File: config.mk
export PLATFORM = sky130hd
export DESIGN_NAME = mux_scan_sequencer
export DESIGN_NICKNAME = d
export VERILOG_FILES = /design/src/pkg/scan_seq_pkg.sv /design/src/pkg/seq_step_if.sv /design/src/hw/mux_scan_sequencer.sv /design/src/hw/mux_address_counter.sv
export SDC_FILE = /design/constraint.sdc
export NUM_CORES = 1
export LEC_CHECK = 0
export ABC_CLOCK_PERIOD_IN_PS = 3110
export BUFFER_PORTS_ARGS = -buffer_cell sky130_fd_sc_hd__buf_2
export CAP_MARGIN = 20
export CORE_ASPECT_RATIO = 0.7
export CORE_UTILIZATION = 30
export DETAILED_ROUTE_END_ITERATION = 10
export GPL_TIMING_DRIVEN = 0
export PLACE_DENSITY_LB_ADDON = 0.08
export SLEW_MARGIN = 20
export SYNTH_ARGS = -nofsm -noshare
export SYNTH_HDL_FRONTEND = slang
export SYNTH_SLANG_ARGS = --single-unit
File: constraint.sdc
create_clock -name i_clk -period 3.11 [get_ports i_clk]
set_input_delay 0.1555 -clock i_clk [delete_from_list [all_inputs] [get_ports i_clk]]
set_output_delay 0.1555 -clock i_clk [all_outputs]
set_load 0.05 [all_outputs]
File: src/pkg/scan_seq_pkg.sv
// Constants and types shared by the external multiplexer scan sequencer
package scan_seq_pkg;

  // ----------------------------------------
  // Geometry of the device and external units
  // ----------------------------------------
  localparam int DEV_CHANNELS = 16;
  localparam int DEV_CH_W = 4;
  localparam int SUB_PER_UNIT = 4;
  localparam int SUB_W = 2;
  localparam int UNIT_W = 2;
  localparam int EXT_CH_W = 6;
  localparam int LIST_DEPTH = 16;
  localparam int LIST_IDX_W = 4;
  localparam int CNT_W = 16;
  localparam int SCAN_CNT_W = 16;

  // ----------------------------------------
  // Unit-count selector codes
  // ----------------------------------------
  localparam logic [1:0] UNITS_NONE = 2'h0;
  localparam logic [1:0] UNITS_ONE = 2'h1;
  localparam logic [1:0] UNITS_TWO = 2'h2;
  localparam logic [1:0] UNITS_FOUR = 2'h3;

  // ----------------------------------------
  // Reset values
  // ----------------------------------------
  localparam logic [CNT_W-1:0] TIMER_RESET = 16'h0000;
  localparam logic [SCAN_CNT_W-1:0] SCAN_DONE_RESET = 16'h0000;

  // Sequencer states
  typedef enum logic [1:0] {
    ST_IDLE,
    ST_CONVERT,
    ST_CH_WAIT,
    ST_SCAN_WAIT
  } seq_state_t;

endpackage

File: src/pkg/seq_step_if.sv
// Interface carrying the step request to the address counter and its position back to the sequencer
`timescale 1ns/100ps
interface seq_step_if;
  import scan_seq_pkg::*;
  logic clear;
  logic step;
  logic [1:0] units;
  logic [LIST_IDX_W-1:0] last_idx;
  logic [LIST_IDX_W-1:0] list_idx;
  logic [UNIT_W-1:0] unit;
  logic [SUB_W-1:0] sub;
  logic scan_end;

  modport seq (output clear, output step, output units, output last_idx,
               input list_idx, input unit, input sub, input scan_end);
  modport cnt (input clear, input step, input units, input last_idx,
               output list_idx, output unit, output sub, output scan_end);
endinterface

File: src/hw/mux_scan_sequencer.sv
// Scanned acquisition sequencer driving device and external multiplexer selects
`timescale 1ns/100ps

// What this block does
// - Internal counter steps all multiplexers automatically
// - One unit: four sub-channels per entry
// - Two units: four each, unit one then two
// - Four units: four each, units one to four
// - Channel n selects sub-channels 4n to 4n+3
// - Entries visited in programmed channel list order
// - One scan visits each listed entry once
// - Scan count sets readings before stopping
// - Scan period sets start-to-start scan spacing
// - Channel period sets conversion spacing within scan
module mux_scan_sequencer
  import scan_seq_pkg::*;
#(
  parameter int LIST_LEN = LIST_DEPTH
) (
  // Clock and reset
  input wire logic i_clk,
  input wire logic i_reset_n,
  // Configuration, held steady while busy
  input wire logic [1:0] i_units,
  input wire logic [LIST_IDX_W-1:0] i_list_last,
  input wire logic [SCAN_CNT_W-1:0] i_scan_count,
  input wire logic [CNT_W-1:0] i_chan_period,
  input wire logic [CNT_W-1:0] i_scan_period,
  // Channel list write port
  input wire logic i_list_we,
  input wire logic [LIST_IDX_W-1:0] i_list_addr,
  input wire logic [DEV_CH_W-1:0] i_list_data,
  // Acquisition control
  input wire logic i_start,
  input wire logic i_stop,
  // Converter handshake
  output logic o_conv_start,
  input wire logic i_conv_done,
  // Multiplexer selects
  output logic [DEV_CH_W-1:0] o_dev_chan,
  output logic [UNIT_W-1:0] o_ext_unit,
  output logic [EXT_CH_W-1:0] o_ext_chan,
  // Status
  output logic o_busy,
  output logic o_scan_done,
  output logic o_acq_done,
  output logic [SCAN_CNT_W-1:0] o_scans_taken
);

  // ----------------------------------------
  // Channel list memory
  // ----------------------------------------
  logic [DEV_CH_W-1:0] list_mem [LIST_LEN];

  // Writes reach the very next lookup, even in the middle of a pass
  always_ff @(posedge i_clk) begin
    if (i_list_we) begin
      list_mem[i_list_addr] <= i_list_data;
    end
  end

  // ----------------------------------------
  // Position counter
  // ----------------------------------------
  seq_step_if step_if ();

  mux_address_counter u_counter (
    .i_clk(i_clk),
    .i_reset_n(i_reset_n),
    .step_if(step_if)
  );

  // ----------------------------------------
  // Sequencer state
  // ----------------------------------------
  seq_state_t state_reg, state_next;
  logic [CNT_W-1:0] chan_tmr_reg, chan_tmr_next;
  logic [CNT_W-1:0] scan_tmr_reg, scan_tmr_next;
  logic [SCAN_CNT_W-1:0] scans_reg, scans_next;
  logic [1:0] units_reg, units_next;
  logic [LIST_IDX_W-1:0] last_reg, last_next;
  logic conv_reg, conv_next;
  logic scan_done_reg, scan_done_next;
  logic acq_done_reg, acq_done_next;
  logic [DEV_CH_W-1:0] dev_reg, dev_next;
  logic [UNIT_W-1:0] unit_reg, unit_next;
  logic [EXT_CH_W-1:0] ext_reg, ext_next;
  logic step;
  logic clear;

  // External sub-channel is four times the device channel plus offset
  function automatic logic [EXT_CH_W-1:0] ext_index(input logic [DEV_CH_W-1:0] ch,
                                                    input logic [SUB_W-1:0] sub);
    ext_index = {ch, sub};
  endfunction

  // Counter ports; units and list length latched at start for a stable pass
  assign step_if.clear = clear;
  assign step_if.step = step;
  assign step_if.units = units_reg;
  assign step_if.last_idx = last_reg;

  // Next-state logic: one conversion per step, timers pace the steps
  always_comb begin
    state_next = state_reg;
    chan_tmr_next = chan_tmr_reg;
    scan_tmr_next = scan_tmr_reg;
    scans_next = scans_reg;
    units_next = units_reg;
    last_next = last_reg;
    conv_next = 1'b0;
    scan_done_next = 1'b0;
    acq_done_next = 1'b0;
    step = 1'b0;
    clear = 1'b0;
    // Selects track the counter position, looked up through the list
    dev_next = list_mem[step_if.list_idx];
    unit_next = step_if.unit;
    ext_next = ext_index(dev_next, step_if.sub);
    if (scan_tmr_reg != TIMER_RESET) begin
      scan_tmr_next = scan_tmr_reg - 1'b1;
    end
    if (chan_tmr_reg != TIMER_RESET) begin
      chan_tmr_next = chan_tmr_reg - 1'b1;
    end
    case (state_reg)
      ST_IDLE: begin
        if (i_start && i_scan_count != SCAN_DONE_RESET) begin
          clear = 1'b1;
          units_next = i_units;
          last_next = i_list_last;
          scans_next = SCAN_DONE_RESET;
          state_next = ST_SCAN_WAIT;
          scan_tmr_next = TIMER_RESET;
        end
      end
      ST_SCAN_WAIT: begin
        // Start-to-start scan pacing; a scan period shorter than the scan runs back to back
        if (scan_tmr_reg == TIMER_RESET) begin
          scan_tmr_next = i_scan_period;
          chan_tmr_next = i_chan_period;
          conv_next = 1'b1;
          state_next = ST_CONVERT;
        end
      end
      ST_CONVERT: begin
        if (i_conv_done) begin
          step = 1'b1;
          if (step_if.scan_end) begin
            scan_done_next = 1'b1;
            scans_next = scans_reg + 1'b1;
            if (scans_reg + 1'b1 == i_scan_count) begin
              acq_done_next = 1'b1;
              state_next = ST_IDLE;
            end else begin
              state_next = ST_SCAN_WAIT;
            end
          end else begin
            state_next = ST_CH_WAIT;
          end
        end
      end
      ST_CH_WAIT: begin
        // Inter-channel spacing measured from the previous conversion start
        if (chan_tmr_reg == TIMER_RESET) begin
          chan_tmr_next = i_chan_period;
          conv_next = 1'b1;
          state_next = ST_CONVERT;
        end
      end
      default: state_next = ST_IDLE;
    endcase
    // Abort leaves the multiplexers where they are unless it meets a conversion done, which still steps them
    if (i_stop && state_reg != ST_IDLE) begin
      state_next = ST_IDLE;
      conv_next = 1'b0;
      acq_done_next = 1'b1;
    end
  end

  always_ff @(posedge i_clk) begin
    if (!i_reset_n) begin
      state_reg <= ST_IDLE;
      chan_tmr_reg <= TIMER_RESET;
      scan_tmr_reg <= TIMER_RESET;
      scans_reg <= SCAN_DONE_RESET;
      units_reg <= UNITS_NONE;
      last_reg <= '0;
      conv_reg <= 1'b0;
      scan_done_reg <= 1'b0;
      acq_done_reg <= 1'b0;
      dev_reg <= '0;
      unit_reg <= '0;
      ext_reg <= '0;
    end else begin
      state_reg <= state_next;
      chan_tmr_reg <= chan_tmr_next;
      scan_tmr_reg <= scan_tmr_next;
      scans_reg <= scans_next;
      units_reg <= units_next;
      last_reg <= last_next;
      conv_reg <= conv_next;
      scan_done_reg <= scan_done_next;
      acq_done_reg <= acq_done_next;
      dev_reg <= dev_next;
      unit_reg <= unit_next;
      ext_reg <= ext_next;
    end
  end

  // ----------------------------------------
  // Outputs
  // ----------------------------------------
  assign o_conv_start = conv_reg;
  assign o_dev_chan = dev_reg;
  assign o_ext_unit = unit_reg;
  assign o_ext_chan = ext_reg;
  assign o_busy = (state_reg != ST_IDLE);
  assign o_scan_done = scan_done_reg;
  assign o_acq_done = acq_done_reg;
  assign o_scans_taken = scans_reg;

endmodule

File: src/hw/mux_address_counter.sv
// Position counter: list entry, external unit and sub-channel within the unit
`timescale 1ns/100ps
module mux_address_counter
  import scan_seq_pkg::*;
(
  // Clock and reset
  input wire logic i_clk,
  input wire logic i_reset_n,
  // Sequencer side
  seq_step_if.cnt step_if
);

  logic [LIST_IDX_W-1:0] idx_reg, idx_next;
  logic [UNIT_W-1:0] unit_reg, unit_next;
  logic [SUB_W-1:0] sub_reg, sub_next;

  // Highest unit number for the attached unit count
  function automatic logic [UNIT_W-1:0] last_unit(input logic [1:0] units);
    case (units)
      UNITS_TWO: last_unit = 2'h1;
      UNITS_FOUR: last_unit = 2'h3;
      default: last_unit = 2'h0;
    endcase
  endfunction

  logic sub_wrap;
  logic unit_wrap;
  logic list_wrap;

  // Wrap points; with no unit attached every entry is a single conversion
  always_comb begin
    sub_wrap = (step_if.units == UNITS_NONE) || (sub_reg == SUB_W'(SUB_PER_UNIT - 1));
    unit_wrap = sub_wrap && (unit_reg == last_unit(step_if.units));
    list_wrap = unit_wrap && (idx_reg == step_if.last_idx);
  end

  // Sub-channel runs fastest, then unit, then list entry
  always_comb begin
    idx_next = idx_reg;
    unit_next = unit_reg;
    sub_next = sub_reg;
    if (step_if.clear) begin
      idx_next = '0;
      unit_next = '0;
      sub_next = '0;
    end else if (step_if.step) begin
      sub_next = sub_wrap ? '0 : sub_reg + 1'b1;
      if (sub_wrap) begin
        unit_next = unit_wrap ? '0 : unit_reg + 1'b1;
      end
      if (unit_wrap) begin
        idx_next = list_wrap ? '0 : idx_reg + 1'b1;
      end
    end
  end

  always_ff @(posedge i_clk) begin
    if (!i_reset_n) begin
      idx_reg <= '0;
      unit_reg <= '0;
      sub_reg <= '0;
    end else begin
      idx_reg <= idx_next;
      unit_reg <= unit_next;
      sub_reg <= sub_next;
    end
  end

  assign step_if.list_idx = idx_reg;
  assign step_if.unit = unit_reg;
  assign step_if.sub = sub_reg;
  assign step_if.scan_end = list_wrap;

endmodule

Word-level counts from Yosys, hierarchy flattened. Memory sizes are Yosys's and may differ from the RTL's. A register that Yosys moved wholly into a read port is not among the register bits. Index checks and enable logic that the tools add are counted.

Output and inout port bits: 32. Word-level logic and storage cells: 99. Memory bits (writable): 64. Bits in registers: 79. Memories kept: 1. Input bits: 68.

Bitwise gates (word level): 1. Reductions and logical operators: 22. Equal/unequal tests: 14. Add/sub/neg operators: 6. Muxes and demuxes: 40.

Memory list: list_mem (depth 16, bits a word 4, rd ports 1, clocked after Yosys merged registers in 1, wr ports 1, line mux_scan_sequencer.sv:53) `logic [DEV_CH_W-1:0] list_mem [LIST_LEN];`.

Operators with widths (number): $mux W16 (9); $pmux W16 S2 (3); $reduce_bool A16 Y1 (3); $logic_not A16 Y1 (2); $sub A16 B1 Y16 const B (2); $add A16 B1 Y16 const B (1); $eq A16 B16 Y1 (1); $mux W2 (8); $mux W1 (14); $mux W4 (3); $eq A2 B2 Y1 const B (5); $ne A2 B2 Y1 const B (4); $pmux W2 S4 (1); $reduce_and A4 Y1 (2); $reduce_and A2 Y1 (3); $add A2 B1 Y2 const B (2); $add A4 B1 Y4 const B (1); $eq A4 B4 Y1 (1); $logic_and A1 B1 Y1 (4); $logic_not A2 Y1 (2); $pmux W2 S2 (1); $reduce_bool A2 Y1 (2); $reduce_or A2 Y1 (2); $reduce_and A3 Y1 (1); 6 further kinds (6).

Logic depth before layout (Yosys ltp). Gate-level depths: netlist of run 1.

Depth in word-level cells: 9. Mapped depth: 10. Mapped depth without buffers: 8.

By module. From an unflattened synthesis of run 1, not the netlist that was laid out.

Cell total of the unflattened synthesis: 660. Area total of the unflattened synthesis: 6944.2 um^2.

Modules (own cells, without submodules): mux_scan_sequencer (sequential area each 3263.1 um^2, area an instance 6431.2 um^2, cells each 602, times used 1); mux_address_counter (sequential area each 160.2 um^2, area an instance 513.0 um^2, cells each 58, times used 1).

Worst setup path after synthesis of run 1. No wires, ideal clock.

Kind: register to register. Start: register scans_reg[0] (netlist: o_scans_taken[0]). End: register state_reg[0]. Required time: 2976 ps. Path buffers: 0. Setup slack: 495 ps. Stages on the path, launching flop included: 8. Arrival: 2480 ps. Cell sequence: dfxtp_1 ha_1 nand3_1 nor4_1 xnor2_1 a211o_1 nor4_1 o22ai_1.

Longest elaborated chain between the ends: 6.

Ends and longest elaborated chain: start: declaration (line mux_scan_sequencer.sv:79) `logic [SCAN_CNT_W-1:0] scans_reg, scans_next;`; start signal: assignment (line mux_scan_sequencer.sv:199) `scans_reg <= scans_next;`; $add A16 B1 Y16 (line mux_scan_sequencer.sv:152) `if (scans_reg + 1'b1 == i_scan_count) begin`; $eq A16 B16 Y1 (line mux_scan_sequencer.sv:152); $mux W2 (line mux_scan_sequencer.sv:152); $mux W2 (line mux_scan_sequencer.sv:149) `if (step_if.scan_end) begin`; $mux W2 (line mux_scan_sequencer.sv:147) `if (i_conv_done) begin`; $pmux W2 S4 (line mux_scan_sequencer.sv:126) `case (state_reg)`; end signal: assignment (line mux_scan_sequencer.sv:196) `state_reg <= state_next;`; end: declaration (line mux_scan_sequencer.sv:76) `seq_state_t state_reg, state_next;`.

No other way between the ends. The select of a mux whose other input is x is not followed. A chain may end at the register's enable or synchronous reset.

Worst setup path after layout of run 1. Same ends and word-level chain as after synthesis.

==> impl_metrics.toml, run 1 <==
[drt]
drt_iter0_drc = 379
met3_length_um = 1008
drt_pass1_iterations = 4
wl_met1_um = 10710
routedWlPerCell_um = 17.14
detail_route.vias_per_cell = 4.944
wl_met2_um = 7435
ant_nets = 0
drc = 0
vias = 5577
routed.top_layer = "met4"
drt-total-wl_um = 19330

[critical_path]
critPathMaxFanout = 10
cp.required_ns = 3.40
crit_family = "simple AND/OR/NAND/NOR gates"
path_buf_inv = 0
crit_chain = "ha_1 > nand3_1 > or4_1 > o2111ai_1 > nand4_1 > nor4_1 > o22ai_1"
path_depth = 7
crit_slowest_cell = "or4_1"
worstSetupEndpointType = "register"
start_kind = "register"
crit_path_max_incr_delay_ns = 0.54
r2r_setup_slack_ns = 0.22
arrival_ns = 3.18
timing_worst_setup_path_type = "reg -> reg"
ff2ff_path_depth = 7

[finish]
syn2layout_area_growth_pct = 26.51
fin_area_um2 = 8891
fin_nets = 881
largest_reg_flops = 64
drive_above_1_share_pct = 23.04
top_register = "list_mem"
diodes = 0

[synthesis]
synthTopCellsByCount = "dfxtp_1, edfxtp_1, nor2_1"
synth_edf_count = 64
netlist_instances = 650
synth_top_cell_area_share_pct = 27.35
synth.most_common_cell = "dfxtp_1"
ys_ff_latch = 143
yosysTopAreaCell = "edfxtp_1"
synth_ff_type = "dfxtp_1"
synth.area.top_cells = "edfxtp_1, dfxtp_1, mux4_2, xnor2_1, nor2_1"
ys_seq_area_share_pct = 49.85
ys_warn_count = 0
synthArstFlopShare_pct = 0
yosys.cell_types.count = 68
netlist_area_um2 = 7028
synthesis.nets = 728
syn_avg_cell_area_um2 = 10.81

[timing]
layout_min_cycle_time_ns = 2.889
skew_ns = 0.01485
fmax_mhz = 346.2
worst_slew_pin_slew_ns = 0.8009
slew_headroom_pct = 46.20
finalCritPeriodShare_pct = 92.89
setup_viol = 0
final_hold_viol_count = 0
slew_violations = 0
postLayoutSetupSlackWorst_ns = 0.2212

[clock_tree]
clk_latency_ns = 0.43
htreeDepth = 4
numCtsBuffers = 17
clockBufferDepth = 2
cts.sinks = 143
cts-root-buf = "clkbuf_16"
cts_tree = "done"
post_cts_buffers = 0
clkTransAtPathRegs_ns = 0.07

[floorplanning]
die_h_um = 130.1
start_util_pct = 30.84
die_w_um = 184.9
die_area_um2 = 24050
rows = 46
pin_count = 100
core_area_um2 = 22790

[placed_design]
place_congestion = 0.8216
dpl_cell_area_um2 = 7914
dpl.hpwl_um = 14400
dp_slack_ns = 0.2660
port_buffers = 99

[worst_hold_path]
hold-path-cell-count = 3
hp-class = "in -> reg"

[power_and_ir_drop]
vdd_ir_drop_max_mv = 0.3536
p_leak_nw = 3.256
p_per_area_nw_per_um2 = 832.9

[grt]
grt_max_degree = 17
overflow = 0
antenna_found_initial = 0
grt_pass1_vias = 5303
grt_pass1_wl_um = 29910
grtUsageTotal_pct = 16.69

[flow_run]
cap_violations = 0

[outcome]
status = "complete, no violations"
==> worst register-to-register path, stage by stage, from the launching register on <==
cell and delay, ns:
dfxtp_1 0.49, ha_1 0.32, nand3_1 0.40, or4_1 0.54, o2111ai_1 0.11, nand4_1 0.21, nor4_1 0.52, o22ai_1 0.16
==> what timing repair did <==
item,in CTS,in global routing
hold buffers,35,0
endpoints found under the hold margin,35,0
setup endpoints to repair,0,2
resized for setup,0,2
==> per-stage QoR <==
step | std cells | utilization, % | hold slack, ns | total power, mW | setup TNS, ns
6_report | 1128 | 39.01 | 0.01643 | 7.405 | 0
2_1_floorplan | 650 | - | 0.2544 | 4.577 | 0
3_5_place_dp | 1061 | 34.72 | 0.3604 | 5.262 | 0
5_1_grt | 1128 | 39.01 | 0.04633 | 7.936 | -0.001318
3_3_place_gp | 1061 | 34.72 | 0.3578 | 5.251 | 0
4_1_cts | 1128 | 38.96 | 0.0001841 | 7.469 | 0
==> final timing paths <==
check,startpoint,endpoint
setup / recovery,o_scans_taken[0]$_SDFFE_PN0P_,state_reg[0]$_SDFFE_PP0P_
hold / removal,i_chan_period[3],chan_tmr_reg[3]$_SDFF_PN0_
setup reg to reg,o_scans_taken[0]$_SDFFE_PN0P_,state_reg[0]$_SDFFE_PP0P_
hold reg to reg,u_counter.step_if.sub[1]$_SDFFE_PP0P_,u_counter.step_if.sub[1]$_SDFFE_PP0P_
==> power breakdown <==
group	internal, mW	switching [mW]
registers	2.18	0.207
clock network	1.22	0.909
logic	1.18	1.70
==> cells in the final DEF (no fill, tap or decap), drive strengths merged, types with 6 or more instances in the layout <==
master         n
or3           10
mux4          20
nor4          17
nand4          9
nand2b         9
mux2i          8
clkbuf        35
and2          12
dfxtp         79
nor2          62
xnor2         34
nor2b         12
a21boi         6
o21ai         21
nor3          32
o2bb2ai       10
edfxtp        64
o21a          10
nand3         22
or4            9
a21oi         21
inv           23
a22oi         20
buf          113
xor2          11
ha            10
nand2         41
dlygate4sd3   35
==> layout make-up <==
class,count,area (um2)
fill,2287,13900
sequential,143,3503
multi-input combinational,461,3331
timing repair buffer,134,845.8
clock buffer,17,425.4
tap,312,390.4
clock inverter,15,190.2
buffer,32,152.6
inverter,14,52.55
==> kinds of logic (layout without fill, tap and decap cells) <==
group | count (synthesis) | after routing | share of synthesized area, %
AO/OA/AOI/OAI | 112 | 112 | 11.16
XOR/XNOR | 45 | 45 | 5.608
adder cells (fa/ha/maj) | 10 | 10 | 1.780
buffers and inverters | 46 | 212 | 2.919
flip-flops | 143 | 143 | 49.85
multiplexers | 33 | 33 | 8.350
AND/OR/NAND/NOR | 261 | 261 | 20.33
==> per-layer routing <==
layer | GRT usage (%) | up-vias
li1 | - | 2732
met5 | 0 | -
met3 | 3.768 | 13
met1 | 26.68 | 2690
met2 | 21.92 | 142
met4 | 4.181 | 0
Power figures use the tool's default switching activity.
==> run 2: changes to the inputs <==
HOLD_SLACK_MARGIN = 0.1   (was unset)
==> run 2 against run 1 <==
Combinational power is essentially flat. Clock power is essentially flat. Routed wire length grew 0.21%. Global-route usage is essentially flat. Total power is essentially flat. Via count grew 0.47%. Largest cell class unchanged. Final cell count grew 0.27%. Sequential cell count is the same.
==> impl_metrics.toml, run 2 (synthesized netlist as in run 1, its figures left out) <==
[finish]
layout_common_cells = "buf_2, dfxtp_1, edfxtp_1, nor2_1, nand2_1"
nFillCells = 2283
mostFrequentLayoutCell = "buf_2"
syn2layout_area_growth_pct = 26.94
top_register = "list_mem"
largest_reg_flops = 64
fin_nets = 884
diodes = 0
drive_above_1_share_pct = 22.95

[timing]
fmax_mhz = 348.8
whs_ns = 0.1111
setup_viol = 0
layout_min_cycle_time_ns = 2.867
slew_headroom_pct = 46.36
slew_violations = 0
final_hold_viol_count = 0
worst_slew_pin_slew_ns = 0.7984
finalCritPeriodShare_pct = 92.18
skew_ns = 0.01911

[critical_path]
timing_worst_setup_path_type = "reg -> reg"
ff2ff_path_depth = 7
critPathMaxFanout = 10
start_kind = "register"
reg2reg_from = "o_scans_taken[0]$_SDFFE_PN0P_"
arrival_ns = 3.16
r2r_setup_slack_ns = 0.24
r2r_end = "state_reg[0]$_SDFFE_PP0P_"
worstSetupEndpointType = "register"
cp.required_ns = 3.40
crit_path_end = "state_reg[0]$_SDFFE_PP0P_"
crit_start = "o_scans_taken[0]$_SDFFE_PN0P_"

[grt]
grt_max_degree = 17
overflow = 0
antenna_found_initial = 0
grt_pass1_vias = 5305
grt_pass1_wl_um = 29930
grtUsageTotal_pct = 16.70

[floorplanning]
core_area_um2 = 22790
rows = 46
pin_count = 100
die_area_um2 = 24050
die_w_um = 184.9
die_h_um = 130.1
start_util_pct = 30.84

[drt]
drc = 0
drt_pass1_iterations = 5
drt_iter0_drc = 394
routedWlPerCell_um = 17.13
detail_route.vias_per_cell = 4.954
vias = 5603
drt-total-wl_um = 19370
ant_nets = 0

[clock_tree]
numCtsBuffers = 17
clkTransAtPathRegs_ns = 0.07
cts-root-buf = "clkbuf_16"
clockBufferDepth = 2
post_cts_buffers = 0
clk_latency_ns = 0.43
cts.sinks = 143
htreeDepth = 4
cts_tree = "done"

[worst_hold_path]
hold-path-cell-count = 1
hp-class = "in -> reg"

[flow_run]
cap_violations = 0

[placed_design]
dpl.hpwl_um = 14400
port_buffers = 99
place_congestion = 0.8216

[outcome]
status = "complete, no violations"

[power_and_ir_drop]
vdd_ir_drop_max_mv = 0.3513
total_power_mw = 7.406
p_leak_nw = 3.268
p_per_area_nw_per_um2 = 830.2
[run 2: cell count changes in the layout (fill, tap and decap cells not counted), sizes merged]
cell,change
dlygate4sd3,+3
[run 2: cell type report]
cell class / count / area (um2) / area share (%)
Timing Repair Buffer: 137 / 875.8 / 9.818
Clock inverter: 15 / 190.2 / 2.132
Tap cell: 312 / 390.4 / 4.376
Buffer: 32 / 152.6 / 1.711
Clock buffer: 17 / 425.4 / 4.769
Multi-Input combinational cell: 461 / 3331 / 37.34
Inverter: 14 / 52.55 / 0.5891
Sequential cell: 143 / 3503 / 39.27
[run 2: per-stage QoR]
step           setup slack [ns]  utilization, %  instance area (um2)   TNS [ns]  std cells
6_report                 0.2431           39.14                 8921          0       1131
3_3_place_gp             0.2683           34.72                 7914          0       1061
4_1_cts                  0.2469           39.09                 8910          0       1131
3_5_place_dp             0.2660           34.72                 7914          0       1061
5_1_grt               -0.001318           39.14                 8921  -0.001318       1131
2_1_floorplan            0.4955               -                 7028          0        650
[run 2: what timing repair did]
action                                 CTS  global route
hold buffers                            38             0
endpoints found under the hold margin   38             0
setup endpoints to repair                0             2
resized for setup                        0             2
[run 2: worst min path at each step]
| stage | from | to |
|---|---|---|
| 6_report | i_list_data[2] | list_mem[12][2]$_DFFE_PP_ |
| 5_1_grt | i_list_data[2] | list_mem[12][2]$_DFFE_PP_ |
| 4_1_cts | i_list_data[2] | list_mem[12][2]$_DFFE_PP_ |
| 3_5_place_dp | i_chan_period[5] | chan_tmr_reg[5]$_SDFF_PN0_ |
| 3_3_place_gp | i_chan_period[13] | chan_tmr_reg[13]$_SDFF_PN0_ |
| 2_1_floorplan | i_list_data[0] | list_mem[0][0]$_DFFE_PP_ |
[run 2: per-layer routing]
layer,vias to the layer above,global-route usage (%),part of all wire [%]
met3,12,3.768,5.1
met1,2717,26.69,56
met5,-,0,0
li1,2739,-,-
met4,0,4.181,0.80
met2,135,21.92,39
[run 2: worst max-delay path, stage by stage, from the launching register on]
cell	delay, ns
dfxtp_1	0.49
ha_1	0.32
nand3_1	0.39
or4_1	0.53
o2111ai_1	0.11
nand4_1	0.21
nor4_1	0.51
o22ai_1	0.16
[run 2: power by group]
part	internal (mW)	switching (mW)	total, mW	leakage (nW)
combinational	1.18	1.70	2.88	1.75
clock	1.22	0.908	2.13	0.300
sequential	2.18	0.207	2.39	1.22
